$ cat src/inc/bie_pkg.sv
package bie_pkg;
	localparam logic [3:0] OPC_BIT_SET = 4'h8;
	localparam logic [3:0] OPC_SKIP_CLEAR = 4'hB;
	localparam logic [3:0] OPC_SKIP_SET = 4'hA;
	localparam logic [7:0] IDX_LIMIT = 8'h5F;
	localparam logic [3:0] ACC_LOW_BANK = 4'h0;
	localparam logic [3:0] ACC_HIGH_BANK = 4'hF;
	localparam logic [2:0] PHASES_PER_CYCLE = 3'h4;
	localparam logic [11:0] RF_ADDR_RST = 12'h000;
	localparam logic [7:0] RF_DATA_RST = 8'h00;

	typedef enum {ST_IDLE, ST_Q1, ST_Q2, ST_Q3, ST_Q4, ST_NOP} bie_state_t;

	// opcode fields: top nibble, bit index, bank flag, register address
	typedef struct packed {
		logic [3:0] opc;
		logic [2:0] bit_idx;
		logic bank_flag;
		logic [7:0] f;
	} bie_instr_t;

	// request toward the data register file
	typedef struct packed {
		logic [11:0] addr;
		logic rd_en;
		logic wr_en;
		logic [7:0] wdata;
	} bie_rf_req_t;
endpackage

$ cat src/hw/bie_exec.sv
`timescale 1ns/100ps
module bie_exec import bie_pkg::*; (
	input wire logic SYS_CLK, // core clock, 25 MHz
	input wire logic SYS_RST, // synchronous reset, high
	input wire logic CLK_EN, // low freezes all state
	input wire logic INSTR_VALID, // instruction word offered
	input wire bie_instr_t INSTR, // 16-bit opcode
	input wire logic NEXT_TWO_WORD, // prefetched instruction is two words
	input wire logic [3:0] BANK_SEL, // bank_select_reg bank number
	input wire logic EXT_EN, // extended instruction set enabled
	input wire logic [11:0] IDX_BASE, // index base for literal offset mode
	input wire logic [7:0] RF_RDATA, // register file read data
	output bie_rf_req_t RF_REQ, // register file request
	output logic FLUSH, // prefetched instruction discarded
	output logic BUSY, // instruction in progress
	output logic DONE // instruction finished, one pulse
);
	bie_state_t state_reg;
	bie_instr_t instr_reg;
	bie_rf_req_t rf_req_reg;
	logic [7:0] data_reg;
	logic bit_val_reg;
	logic [2:0] nop_cnt_reg;
	logic flush_reg;
	logic busy_reg;
	logic done_reg;
	logic op_known;
	logic skip_next;

	// one-hot mask of the selected bit
	function automatic logic [7:0] bit_mask(input logic [2:0] idx);
		bit_mask = 8'h01 << idx;
	endfunction

	// data space address from the bank flag, bank number and offset mode
	function automatic logic [11:0] data_addr(input bie_instr_t ins, input logic [3:0] bank,
			input logic ext, input logic [11:0] base);
		if (ins.bank_flag) begin
			data_addr = {bank, ins.f};
		end else if (ext && ins.f <= IDX_LIMIT) begin
			data_addr = base + {4'h0, ins.f};
		end else if (ins.f <= IDX_LIMIT) begin
			data_addr = {ACC_LOW_BANK, ins.f};
		end else begin
			data_addr = {ACC_HIGH_BANK, ins.f};
		end
	endfunction

	// recognised opcodes and the skip decision
	assign op_known = INSTR.opc == OPC_BIT_SET || INSTR.opc == OPC_SKIP_CLEAR || INSTR.opc == OPC_SKIP_SET;
	assign skip_next = (instr_reg.opc == OPC_SKIP_CLEAR && !bit_val_reg)
		|| (instr_reg.opc == OPC_SKIP_SET && bit_val_reg);

	// phase sequencer: decode, read, process, write, then skip no-ops
	always_ff @(posedge SYS_CLK) begin
		if (SYS_RST) begin
			state_reg <= ST_IDLE;
		end else if (CLK_EN) begin
			case (state_reg)
				ST_IDLE: begin
					if (INSTR_VALID && op_known) begin
						state_reg <= ST_Q1;
					end
				end
				ST_Q1: state_reg <= ST_Q2;
				ST_Q2: state_reg <= ST_Q3;
				ST_Q3: state_reg <= ST_Q4;
				ST_Q4: state_reg <= skip_next ? ST_NOP : ST_IDLE;
				ST_NOP: begin
					if (nop_cnt_reg == 3'h0) begin
						state_reg <= ST_IDLE;
					end
				end
				default: state_reg <= ST_IDLE;
			endcase
		end
	end

	// instruction latch, taken only while idle
	always_ff @(posedge SYS_CLK) begin
		if (SYS_RST) begin
			instr_reg <= '0;
		end else if (CLK_EN && state_reg == ST_IDLE && INSTR_VALID && op_known) begin
			instr_reg <= INSTR;
		end
	end

	// register file port: address and read in Q2, write in Q4
	always_ff @(posedge SYS_CLK) begin
		if (SYS_RST) begin
			rf_req_reg <= '{addr: RF_ADDR_RST, rd_en: 1'b0, wr_en: 1'b0, wdata: RF_DATA_RST};
		end else if (CLK_EN) begin
			rf_req_reg.rd_en <= 1'b0;
			rf_req_reg.wr_en <= 1'b0;
			if (state_reg == ST_Q1) begin
				rf_req_reg.addr <= data_addr(instr_reg, BANK_SEL, EXT_EN, IDX_BASE);
				rf_req_reg.rd_en <= 1'b1;
			end
			if (state_reg == ST_Q3 && instr_reg.opc == OPC_BIT_SET) begin
				rf_req_reg.wr_en <= 1'b1;
				rf_req_reg.wdata <= data_reg | bit_mask(instr_reg.bit_idx);
			end
		end
	end

	// read data capture and bit test
	always_ff @(posedge SYS_CLK) begin
		if (SYS_RST) begin
			data_reg <= RF_DATA_RST;
			bit_val_reg <= 1'b0;
		end else if (CLK_EN) begin
			if (state_reg == ST_Q2) begin
				data_reg <= RF_RDATA;
			end
			if (state_reg == ST_Q3) begin
				bit_val_reg <= |(data_reg & bit_mask(instr_reg.bit_idx));
			end
		end
	end

	// no-op phase count and discard flag; status flags never touched
	always_ff @(posedge SYS_CLK) begin
		if (SYS_RST) begin
			nop_cnt_reg <= 3'h0;
			flush_reg <= 1'b0;
		end else if (CLK_EN) begin
			if (state_reg == ST_Q4 && skip_next) begin
				flush_reg <= 1'b1;
				nop_cnt_reg <= NEXT_TWO_WORD ? 3'(2 * PHASES_PER_CYCLE - 3'h1)
					: 3'(PHASES_PER_CYCLE - 3'h1);
			end else if (state_reg == ST_NOP) begin
				if (nop_cnt_reg == 3'h0) begin
					flush_reg <= 1'b0;
				end else begin
					nop_cnt_reg <= nop_cnt_reg - 3'h1;
				end
			end
		end
	end

	// busy and done handshake
	always_ff @(posedge SYS_CLK) begin
		if (SYS_RST) begin
			busy_reg <= 1'b0;
			done_reg <= 1'b0;
		end else if (CLK_EN) begin
			done_reg <= (state_reg == ST_Q4 && !skip_next) || (state_reg == ST_NOP && nop_cnt_reg == 3'h0);
			if (state_reg == ST_IDLE && INSTR_VALID && op_known) begin
				busy_reg <= 1'b1;
			end else if ((state_reg == ST_Q4 && !skip_next) || (state_reg == ST_NOP && nop_cnt_reg == 3'h0)) begin
				busy_reg <= 1'b0;
			end
		end
	end

	assign RF_REQ = rf_req_reg;
	assign FLUSH = flush_reg;
	assign BUSY = busy_reg;
	assign DONE = done_reg;
endmodule

$ cat config.mk
export PLATFORM = sky130hd
export DESIGN_NAME = bie_exec
export DESIGN_NICKNAME = d
export VERILOG_FILES = /design/src/inc/bie_pkg.sv /design/src/hw/bie_exec.sv
export SDC_FILE = /design/constraint.sdc
export NUM_CORES = 1
export LEC_CHECK = 0
export BUFFER_PORTS_ARGS = -buffer_cell sky130_fd_sc_hd__clkbuf_2
export CORE_AREA = 2 2 96 98
export DETAILED_ROUTE_END_ITERATION = 8
export DIE_AREA = 0 0 98 100
export SYNTH_ARGS = -nofsm -noshare
export SYNTH_HDL_FRONTEND = slang
export SYNTH_SLANG_ARGS = --single-unit
$ cat constraint.sdc
create_clock -name SYS_CLK -period 2.8 [get_ports SYS_CLK]
set_input_delay 0.14 -clock SYS_CLK [delete_from_list [all_inputs] [get_ports SYS_CLK]]
set_output_delay 0.14 -clock SYS_CLK [all_outputs]
set_load 0.005 [all_outputs]
# Word level (Yosys, flattened, before mapping)
# Index checks and enable logic that the tools add are counted.
dict set report word_totals {
  register_bits 85
  elab_cells 92
  output_inout_bits 25
  in_bits 46
}
dict set report classes {
  bitwise 2
  n_mux 18
  eq_ne 19
  shifts 1
  n_lt_le_gt_ge 1
  n_reduce_logical 34
  addsub 2
}
# operator n
set op_table {}
lappend op_table {{$pmux W32 S6} 1}
lappend op_table {{$eq A32 B3 Y1 const B} 4}
lappend op_table {{$eq A32 B2 Y1 const B} 3}
lappend op_table {{$eq A32 B4 Y1 const B} 2}
lappend op_table {{$logic_not A32 Y1} 2}
lappend op_table {{$mux W32} 2}
lappend op_table {{$mux W12} 3}
lappend op_table {{$eq A32 B1 Y1 const B} 1}
lappend op_table {{$eq A4 B4 Y1 const B} 6}
lappend op_table {{$mux W3} 5}
lappend op_table {{$logic_and A1 B1 Y1} 13}
lappend op_table {{$add A12 B8 Y12} 1}
lappend op_table {{$reduce_and A2 Y1} 5}
lappend op_table {{$mux W9} 1}
lappend op_table {{$reduce_and A3 Y1} 3}
lappend op_table {{$and A8 B8 Y8} 1}
lappend op_table {{$le A8 B7 Y1 const B} 1}
lappend op_table {{$or A8 B8 Y8} 1}
lappend op_table {{$reduce_or A8 Y1} 1}
lappend op_table {{$shl A1 B3 Y8 const A} 1}
lappend op_table {{$mux W1} 6}
lappend op_table {{$reduce_bool A2 Y1} 3}
lappend op_table {{$logic_or A1 B1 Y1} 4}
lappend op_table {{$ne A2 B2 Y1 const B} 2}
lappend op_table {{4 further kinds} 5}

# Logic depth before layout (Yosys ltp)
# Gate-level depths: netlist of run 1.
dict set report depth {
  depth_word 8
  depth_mapped 8
  mapped_depth_nobuf 8
}

# Worst setup path before layout of run 1
# Ideal clock, no wire load.
dict set report synth_path {
  kind {register to register}
  startpoint {register instr_reg[0] (netlist bit)}
  endpoint {register rf_req_reg, in the netlist RF_REQ[18]}
  synth_period_minus_slack_ps 1814
  stages_incl_launch_ff 9
  arrival_ps 1694
  setup_slack_ps 986
  path_cell_list {dfxtp_1 ha_1 inv_1 fa_1 nor2b_1 o2111ai_1 a21oi_1 mux2i_1 a21oi_1}
}
dict set report synth_between {
  elab_chain_cells 4
}
# element line
set synth_rtl {}
lappend synth_rtl {{start, declared} bie_exec.sv:19} ;# bie_instr_t instr_reg;
lappend synth_rtl {{start signal, assigned} bie_exec.sv:82} ;# instr_reg <= '0;
lappend synth_rtl {{start signal, assigned} bie_exec.sv:84} ;# instr_reg <= INSTR;
lappend synth_rtl {{$le A8 B7 Y1} {bie_exec.sv:40, bie_exec.sv:42}}
lappend synth_rtl {{$mux W12 or $logic_and A1 B1 Y1 (tied branches)} {bie_exec.sv:42, bie_exec.sv:40}}
lappend synth_rtl {{$mux W12 *} bie_exec.sv:40} ;# end else if (ext && ins.f <= IDX_LIMIT) begin
lappend synth_rtl {{$mux W12 *} bie_exec.sv:38} ;# if (ins.bank_flag) begin
lappend synth_rtl {{end signal, assigned} bie_exec.sv:91} ;# rf_req_reg <= '{addr: RF_ADDR_RST, rd_en: 1'b0, wr_en: 1'b0, wdata: RF_DATA_RST};
lappend synth_rtl {{end, declared} bie_exec.sv:20} ;# bie_rf_req_t rf_req_reg;
# Mark *: on every way between the ends. The rest lies on a longest branch, timed or not.
# A chain may end at the register's enable or synchronous reset.

# Worst setup path after layout of run 1
dict set report layout_path {
  startpoint {register state_reg[0]}
  endpoint {register rf_req_reg, in the netlist RF_REQ[0]}
}
dict set report layout_between {
  elab_chain_cells 3
}
# element line
set layout_rtl {}
lappend layout_rtl {{start, declared} bie_exec.sv:18} ;# bie_state_t state_reg;
lappend layout_rtl {{start signal, assigned} bie_exec.sv:68} ;# ST_Q4: state_reg <= skip_next ? ST_NOP : ST_IDLE;
lappend layout_rtl {{$eq A32 B3 Y1} bie_exec.sv:99} ;# if (state_reg == ST_Q3 && instr_reg.opc == OPC_BIT_SET) begin
lappend layout_rtl {{$logic_and A1 B1 Y1} bie_exec.sv:99}
lappend layout_rtl {{$reduce_and A2 Y1 (no source line)} --}
# Every way passes these cells.

==> summary.txt, run 1 <==
Critical path
  • Reg-to-reg setup timing slack: around 600 ps
  • RR Startpoint: state_reg[0]
  • Reg2reg end: RF_REQ[0]
  • Startpoint Class: register
  • CP endpoint kind: register
  • Crit Path Class: register to register
  • Crit Path Max Fanout: 17
  • CP Data Arrival Time: about 2400 ps
  • Register-to-Register Path Depth: 5
  • Data required time of the critical path: ~3000 ps

Finish
  • Final core occ: 0.3976
  • Largest register FFs: 22
  • Nets: around 470
  • Post-route cell area: approximately 3500 sq um
  • Layout cells sized above 1: 0.2278
  • Diode count: 0
  • Synth-to-layout area growth: 17.90%

Synth
  • Number of enable flip-flop cells after synthesis: 0
  • Mean Syn Cell Area: roughly 8.5 sq um
  • Synth Net Count: 411
  • Synth Flop Type: dfxtp_1
  • Synth top area cells: dfxtp_1 37%, mux2i_1 8.7%, nor2_1 6.3%
  • Async SR Flop Fraction: 0
  • Synth cell count leaders: 56 x dfxtp_1, 50 x nor2_1, 31 x a21oi_1
  • Synth Instances: approximately 350
  • Synth Register Bits: 56
  • Most frequent cell after synthesis: dfxtp_1
  • Post-synth cell types: 55
  • Yosys Warn Count: 0
  • Seq/Total Area, Yosys: 0.3740
  • Top cell type's share of synthesized area: 0.3740
  • Dominant cell type by area after synthesis: dfxtp_1
  • Synth Cell Area: between 2000 and 3000 sq um

Detailed routing
  • 1st-iter DRT viols: around 110
  • # DRC: 0
  • Vias post-DR: approximately 2700
  • Post-Route WL: a little over 7 mm
  • Vias per cell: 5.176
  • Post-DRT Antenna Nets: 0
  • Per-cell routed wire length: around 14 um
  • First-pass iteration count of the detailed router: 4

Timing
  • Worst Tran Pin Value: about 900 ps
  • Min Tclk post-route: ~2200 ps
  • Normalized max-slew margin: 0.3988
  • Worst Skew: ~6.5 ps
  • Final period utilization: 0.7895
  • Final setup margin: 589.5 ps
  • Fin Hold WS: between 50 and 60 ps
  • Fmax: 452.4 MHz
  • Final hold vios: 0
  • RSZ-0062 raised after global routing: no
  • Final Setup Violations: 0
  • Total negative slack: 0 ps
  • Slew Limit Fails: 0

Power and ir drop
  • Power density over the cells: approximately 420 nW/um^2
  • Combinational Power Share: 0.117
  • Internal power: 1.073 mW
  • Peak supply drop: roughly 170 uV
  • Reg power frac: 0.562
  • Sw frac: 0.2723
  • Leak: around 1.4 nW
  • Clk pwr share: 0.320
  • Sw Pwr: around 0.40 mW

Place
  • DP Wirelength: around 5.5 mm
  • Pre-CTS setup slack: between 600 and 700 ps
  • Placed cell areas: 3438 sq um
  • PortBufs: 70
  • RD Place Congestion: around 0.87

Worst hold path
  • Hold WC Path Type: input port to register
  • Hold worst-path end: instr_reg[9]
  • Hold path depth: 3
  • Hold Path Origin: INSTR[9]

Die
  • Die W: a little under 100 um
  • Core area: just under 9000 sq um
  • Number of I/O pins: a little over 70
  • Initial Util: 0.3372
  • Cell Rows: 35
  • Die ar.: a little under 10000 sq um
  • Die Span Y: around 100 um

Global route
  • Vias in the first global route: approximately 2600
  • Total grt overflow: 0
  • Total track usage: 0.1519
  • Antenna violations before repair: 0
  • First-pass GRT wire length: 12.36 mm
  • Pin count of the biggest net entering global routing: 33

Clock tree
  • CTS Buffer Depth: 2
  • Setup Buffers After CTS: 0
  • Root buffer cell: clkbuf_8
  • TritonCTS buffer count: 5
  • Reg clk slew, reported paths: ~110 ps
  • # resized after CTS: 0
  • CTS sink cnt: 56
  • Hold-fix buffers at CTS: 0
  • CTS tree: yes
  • H-tree level count: 2
  • Clock Latency Late Sink: 310 ps

Run status
  • Status: completed

Job
  • MaxCap Viol Count: 0
cell type report:
| type | count | area [sq um] |
|---|---|---|
| clock inverters | 3 | 27.53 |
| fillers | 957 | 5355 |
| flip-flops and latches | 56 | 1121 |
| inverters | 17 | 63.81 |
| repair buffers | 75 | 387.9 |
| multi-input cells | 261 | 1727 |
| well taps | 111 | 138.9 |
| clock buffers | 5 | 68.82 |
how the worst max path moves through the flow:
stage | from | endpoint | slack (ps)
after floorplan | instr_reg[0] | RF_REQ[18] | 990
after global placement | state_reg[0] | RF_REQ[2] | 740
after detailed placement | state_reg[0] | RF_REQ[0] | 620
after CTS | state_reg[0] | RF_REQ[0] | 600
after global routing | state_reg[0] | RF_REQ[3] | 360
final | state_reg[0] | RF_REQ[0] | 590
layout by cell type (no fill, tap or decap), types with 3 or more instances in the layout:
cell,netlist,final
clkbuf_2,0,70
dfxtp_1,56,56
nor2_1,50,50
a21oi_1,31,31
mux2i_1,26,26
nand2_1,21,21
inv_1,16,16
nand3_1,11,11
a31oi_1,11,11
a211oi_1,10,10
ha_1,10,10
o21ai_0,9,9
nor2b_1,7,7
a21o_1,6,6
nand2b_1,6,6
nor3_1,5,5
clkbuf_8,0,5
buf_4,2,5
a311oi_1,4,4
xnor2_1,4,4
o2111ai_1,4,4
and2_1,3,3
or3_1,3,3
and3_1,3,3
kinds of logic after synthesis:
family,count (synthesis),synth area share
adders and majority gates,11,0.04841
AOI/OAI and AO/OA,89,0.1957
xor gates and xnor gates,4,0.01168
DFF,56,0.3740
and+or+nand+nor,131,0.2283
muxes,26,0.08681
buffers and inverters,37,0.05509
metal layers:
layer	global-route usage	vias up	wire length [um]
li1	-	1392	-
met1	0.2031	1259	3475
met2	0.2455	69	3230
met3	0.03134	13	371
met4	0.05128	0	154
met5	0	-	0
per-stage QoR:
| stage | instances | total power [mW] |
|---|---|---|
| 4_1_cts | 528 | 1.494 |
| 3_5_place_dp | 520 | 1.022 |
| 5_1_grt | 528 | 1.554 |
| 2_1_floorplan | 354 | 0.9496 |
| 3_3_place_gp | 520 | 1.020 |
| 6_report | 528 | 1.475 |
power by group through the flow:
stage | logic, mW | registers [mW] | clock network, mW
6_report | 0.173 | 0.829 | 0.473
5_1_grt | 0.196 | 0.833 | 0.526
4_1_cts | 0.175 | 0.829 | 0.489
3_5_place_dp | 0.175 | 0.848 | 0
3_3_place_gp | 0.173 | 0.847 | 0
2_1_floorplan | 0.110 | 0.839 | 0
worst max-delay path: stages (launching register included):
cell and delay (ps):
dfxtp_1 560, inv_2 100, or3_4 420, nor4_4 730, nor2_1 90, a211oi_1 240
No activity file was read; power rests on OpenSTA's default activity.
==> run 2, diff against run 1 <==
Clock period 2.8 ns to 2.3 ns, I/O delays scaled along.
==> summary.txt, run 2 (synthesis gave the netlist of run 1 again) <==
Finish
  • Final core occ: 0.4041 (was 0.3976)
  • Leading cell type in the layout, fill and taps excluded: clkbuf_2 (unchanged)
  • Diode count: 0 (unchanged)
  • Post-route insts no fill: 531 (was 528)
  • Nets: 476 (was 473)
  • Largest register FFs: 22 (unchanged)
  • Synth-to-layout area growth: 19.82% (was 17.90%)
  • Layout cells sized above 1: 0.2333 (was 0.2278)
  • Post-route cell area: 3592 sq um (was 3535 sq um)
  • Commonest non-fill, non-tap cells in the layout: 70 x clkbuf_2, 56 x dfxtp_1, 50 x nor2_1 (unchanged)
  • Fillers: 936 (was 957)

Worst hold path
  • Hold path depth: 3 (unchanged)
  • Hold WC Path Type: input port to register (unchanged)
  • Hold worst-path end: instr_reg[10] (was instr_reg[9])
  • Hold Path Origin: INSTR[10] (was INSTR[9])

Critical path
  • Reg2reg end: RF_REQ[18] (was RF_REQ[0])
  • Crit Path Max Fanout: 4 (was 17)
  • CP Data Arrival Time: 2260 ps (was 2440 ps)
  • RR Startpoint: instr_reg[0] (was state_reg[0])
  • Reg-to-reg setup timing slack: 260 ps (was 590 ps)
  • Register-to-Register Path Depth: 8 (was 5)
  • Crit Path Class: register to register (unchanged)
  • Startpoint Class: register (unchanged)
  • Data required time of the critical path: 2510 ps (was 3030 ps)
  • CP endpoint kind: register (unchanged)

Global route
  • Total grt overflow: 0 (unchanged)
  • Vias in the first global route: 2577 (was 2570)
  • Pin count of the biggest net entering global routing: 32 (was 33)
  • Total track usage: 0.1527 (was 0.1519)
  • First-pass GRT wire length: 12.50 mm (was 12.36 mm)
  • Antenna violations before repair: 0 (unchanged)

Timing
  • RSZ-0062 raised after global routing: no (unchanged)
  • Min Tclk post-route: 2045 ps (was 2211 ps)
  • Fmax: 489.0 MHz (was 452.4 MHz)
  • Slew Limit Fails: 0 (unchanged)
  • Final Setup Violations: 0 (unchanged)
  • Total negative slack: 0 ps (unchanged)
  • Worst Skew: 9.136 ps (was 6.517 ps)
  • Final period utilization: 0.8891 (was 0.7895)
  • Final hold vios: 0 (unchanged)
  • Worst Tran Pin Value: 592.3 ps (was 896.9 ps)
  • Normalized max-slew margin: 0.6051 (was 0.3988)

Die
  • Die ar.: 9800 sq um (unchanged)
  • Number of I/O pins: 71 (unchanged)
  • Cell Rows: 35 (unchanged)
  • Die W: 98 um (unchanged)
  • Die Span Y: 100 um (unchanged)
  • Core area: 8890 sq um (unchanged)
  • Initial Util: 0.3372 (unchanged)

Detailed routing
  • # DRC: 0 (unchanged)
  • Vias post-DR: 2724 (was 2733)
  • Vias per cell: 5.130 (was 5.176)
  • First-pass iteration count of the detailed router: 4 (unchanged)
  • 1st-iter DRT viols: 86 (was 106)
  • Per-cell routed wire length: 13.42 um (was 13.70 um)
  • Post-DRT Antenna Nets: 0 (unchanged)
  • Post-Route WL: 7.128 mm (was 7.232 mm)

Clock tree
  • Hold-fix buffers at CTS: 0 (unchanged)
  • CTS sink cnt: 56 (unchanged)
  • CTS tree: yes (unchanged)
  • H-tree level count: 2 (unchanged)
  • Reg clk slew, reported paths: 110 ps (about the same)
  • Clock Latency Late Sink: 320 ps (was 310 ps)
  • # resized after CTS: 0 (unchanged)
  • TritonCTS buffer count: 5 (unchanged)
  • Setup Buffers After CTS: 0 (unchanged)
  • CTS Buffer Depth: 2 (unchanged)
  • Root buffer cell: clkbuf_8 (unchanged)

Place
  • PortBufs: 70 (unchanged)
  • Placed cell areas: 3473 sq um (was 3438 sq um)
  • RD Place Congestion: 0.8409 (was 0.8717)
  • DP Wirelength: 5.445 mm (was 5.483 mm)
  • Cells after DPL: 523 (was 520)

Power and ir drop
  • Power density over the cells: 532.5 nW/um^2 (was 417.2 nW/um^2)
  • Leak: 1.426 nW (was 1.393 nW)
  • Peak supply drop: 250.2 uV (was 173.6 uV)

Job
  • MaxCap Viol Count: 0 (unchanged)

Run status
  • Status: completed (unchanged)
[run 2: changes by cell type in the layout (fill, tap and decap cells not counted)]
cell / before / now
buf_12: 0 / 1
buf_4: 5 / 7
bufinv_16: 0 / 1
clkinv_4: 1 / 0
clkinvlp_4: 1 / 0
inv_6: 0 / 1
[run 2: critical path, cell delays in order (launching register included)]
cell	delay, ps
dfxtp_1	370
ha_1	180
inv_1	50
fa_1	380
nor2b_1	250
o2111ai_1	170
a21oi_1	240
mux2i_1	220
a21oi_1	80
[run 2: routing by layer]
| metal | vias up | wire length (um) | GRT usage |
|---|---|---|---|
| met5 | - | 0 | 0 |
| met4 | 0 | 82 | 0.04701 |
| met3 | 7 | 327 | 0.03134 |
| met2 | 63 | 3264 | 0.2487 |
| met1 | 1254 | 3455 | 0.2046 |
| li1 | 1400 | - | - |
[run 2: how the worst max path moves through the flow]
stage / start / end / slack (ps) / cells after the start
after floorplan: instr_reg[0] / RF_REQ[18] / 490 / 8
after global placement: instr_reg[0] / RF_REQ[18] / 360 / 8
after detailed placement: instr_reg[0] / RF_REQ[18] / 270 / 8
after CTS: instr_reg[0] / RF_REQ[18] / 260 / 8
after global routing: instr_reg[0] / RF_REQ[18] / 60 / 8
final: instr_reg[0] / RF_REQ[18] / 260 / 8
[run 2: final cells by class]
type / instances / area (sq um) / area share
Multi-Input combinational cell: 261 / 1727 / 0.4807
Sequential cell: 56 / 1121 / 0.3121
Timing Repair Buffer: 78 / 422.9 / 0.1177
Tap cell: 111 / 138.9 / 0.03866
Clock buffer: 5 / 68.82 / 0.01916
Inverter: 17 / 63.81 / 0.01776
Clock inverter: 3 / 50.05 / 0.01393
[run 2: per-stage QoR]
| step | hold slack (ps) | total power, mW | worst slack [ps] |
|---|---|---|---|
| 3_5_place_dp | 356.2 | 1.248 | 271.6 |
| 5_1_grt | 8.928 | 2.014 | 55.65 |
| 6_report | 22.86 | 1.913 | 255.1 |
| 4_1_cts | 12.88 | 1.942 | 265.0 |
| 2_1_floorplan | 231.5 | 1.156 | 486.3 |
| 3_3_place_gp | 348.3 | 1.245 | 359.1 |
[run 2: power breakdown]
group	internal [mW]	switching, mW
Combinational	0.0970	0.116
Sequential	0.988	0.0225
Clock	0.337	0.353
==> run 3, diff against run 2 <==
Settings changed: CORE_AREA 2 2 96 98 to 2 2 69 136, DIE_AREA 0 0 98 100 to 0 0 71 138.
==> summary.txt, run 3 (synthesis gave the netlist of run 1 again) <==
Power and ir drop
  • Leak: 1.451 nW (was 1.426 nW)
  • Power Total: 2.125 mW (was 1.913 mW)
  • Power density over the cells: 583.6 nW/um^2 (was 532.5 nW/um^2)
  • Peak supply drop: 392.3 uV (was 250.2 uV)

Detailed routing
  • Post-DRT Antenna Nets: 0 (unchanged)
  • Post-Route WL: 8.096 mm (was 7.128 mm)
  • Vias per cell: 5.283 (was 5.130)
  • 1st-iter DRT viols: 145 (was 86)
  • Per-cell routed wire length: 15.48 um (was 13.42 um)
  • # DRC: 0 (unchanged)
  • First-pass iteration count of the detailed router: 4 (unchanged)
  • Vias post-DR: 2763 (was 2724)

Clock tree
  • CTS tree: yes (unchanged)
  • Setup Buffers After CTS: 0 (unchanged)
  • Hold-fix buffers at CTS: 0 (unchanged)
  • H-tree level count: 2 (unchanged)
  • Clock Latency Late Sink: 300 ps (was 320 ps)
  • Root buffer cell: clkbuf_16 (was clkbuf_8)
  • # resized after CTS: 0 (unchanged)
  • Reg clk slew, reported paths: 70 ps (was 110 ps)
  • TritonCTS buffer count: 5 (unchanged)
  • CTS Buffer Depth: 2 (unchanged)
  • CTS sink cnt: 56 (unchanged)

Finish
  • Leading cell type in the layout, fill and taps excluded: clkbuf_2 (unchanged)
  • Post-route cell area: 3641 sq um (was 3592 sq um)
  • Layout cells sized above 1: 0.2352 (was 0.2333)
  • Nets: 477 (was 476)
  • Final core occ: 0.4096 (was 0.4041)
  • Commonest non-fill, non-tap cells in the layout: 70 x clkbuf_2, 56 x dfxtp_1, 50 x nor2_1 (unchanged)
  • Diode count: 0 (unchanged)
  • Synth-to-layout area growth: 21.45% (was 19.82%)
  • Largest register FFs: 22 (unchanged)

Die
  • Die ar.: 9798 sq um (was 9800 sq um)
  • Cell Rows: 49 (was 35)
  • Number of I/O pins: 71 (unchanged)
  • Core area: 8890 sq um (unchanged)
  • Die W: 71 um (was 98 um)
  • Initial Util: 0.3372 (unchanged)
  • Die Span Y: 138 um (was 100 um)

Place
  • DP Wirelength: 6.313 mm (was 5.445 mm)
  • RD Place Congestion: 0.8574 (was 0.8409)
  • PortBufs: 70 (unchanged)
  • Placed cell areas: 3470 sq um (was 3473 sq um)

Global route
  • Pin count of the biggest net entering global routing: 37 (was 32)
  • Total track usage: 0.1722 (was 0.1527)
  • First-pass GRT wire length: 13.36 mm (was 12.50 mm)
  • Total grt overflow: 0 (unchanged)
  • Antenna violations before repair: 0 (unchanged)
  • Vias in the first global route: 2843 (was 2577)

Timing
  • Final hold vios: 0 (unchanged)
  • Worst Tran Pin Value: 557.8 ps (was 592.3 ps)
  • Fmax: 494.4 MHz (was 489.0 MHz)
  • Slew Limit Fails: 0 (unchanged)
  • Total negative slack: 0 ps (unchanged)
  • Worst Skew: 3.776 ps (was 9.136 ps)
  • Final Setup Violations: 0 (unchanged)
  • RSZ-0062 raised after global routing: no (unchanged)
  • Final period utilization: 0.8793 (was 0.8891)
  • Normalized max-slew margin: 0.6281 (was 0.6051)
  • Fin Hold WS: 46.87 ps (was 22.86 ps)
  • Min Tclk post-route: 2022 ps (was 2045 ps)

Worst hold path
  • Hold Path Origin: RF_RDATA[1] (was INSTR[10])
  • Hold WC Path Type: input port to register (unchanged)
  • Hold path depth: 3 (unchanged)
  • Hold worst-path end: data_reg[1] (was instr_reg[10])

Critical path
  • Register-to-Register Path Depth: 8 (unchanged)
  • Crit Path Max Fanout: 3 (was 4)
  • RR Startpoint: instr_reg[0] (unchanged)
  • Reg2reg end: RF_REQ[18] (unchanged)
  • Reg-to-reg setup timing slack: 280 ps (was 260 ps)
  • Data required time of the critical path: 2490 ps (was 2510 ps)
  • CP Data Arrival Time: 2210 ps (was 2260 ps)
  • CP endpoint kind: register (unchanged)
  • Startpoint Class: register (unchanged)
  • Crit Path Class: register to register (unchanged)

Job
  • MaxCap Viol Count: 0 (unchanged)

Run status
  • Status: completed (unchanged)
==> run 3: cell count changes in the layout (fill, tap and decap cells not counted), sizes merged <==
cell / delta
inv: -1
clkinvlp: +1
buf: +1
==> run 3: report_power, final <==
| group | leakage [nW] | total, mW | switching (mW) | internal (mW) |
|---|---|---|---|---|
| sequential | 0.452 | 1.01 | 0.0226 | 0.988 |
| combinational | 0.919 | 0.218 | 0.121 | 0.0971 |
| clock | 0.0804 | 0.896 | 0.378 | 0.519 |
==> run 3: routing by layer <==
metal  wire (um)  GRT usage
met5           0          0
met4         281    0.08540
met3         248    0.02332
met2        4642     0.3399
met1        2923     0.1647
==> run 3: per-stage QoR <==
stage	setup WS [ps]	std cells
after floorplan	486.3	354
after global placement	329.0	515
after detailed placement	258.9	515
after CTS	238.9	523
after global routing	113.5	523
final	277.5	523
==> run 3: worst max path at each step <==
stage,startpoint,end,slack [ps],cells after the start
floorplan,instr_reg[0],RF_REQ[18],490,8
global placement,instr_reg[0],RF_REQ[18],330,8
detailed placement,instr_reg[0],RF_REQ[18],260,8
CTS,instr_reg[0],RF_REQ[18],240,8
global route,instr_reg[0],RF_REQ[18],110,8
finish,instr_reg[0],RF_REQ[18],280,8
==> run 3: area by class of cell <==
class | count | area (sq um)
fillers | 927 | 5249
multi-input cells | 261 | 1727
flip-flops and latches | 56 | 1121
repair buffers | 79 | 430.4
well taps | 102 | 127.6
clock buffers | 5 | 125.1
inverters | 17 | 63.81
clock inverters | 3 | 46.29
==> run 3: worst max-delay path, cell delays in order, from the launching register on <==
cell and delay (ps):
dfxtp_1 350, ha_1 180, inv_1 60, fa_1 370, nor2b_1 180, o2111ai_1 170
a21oi_1 280, mux2i_1 220, a21oi_1 90
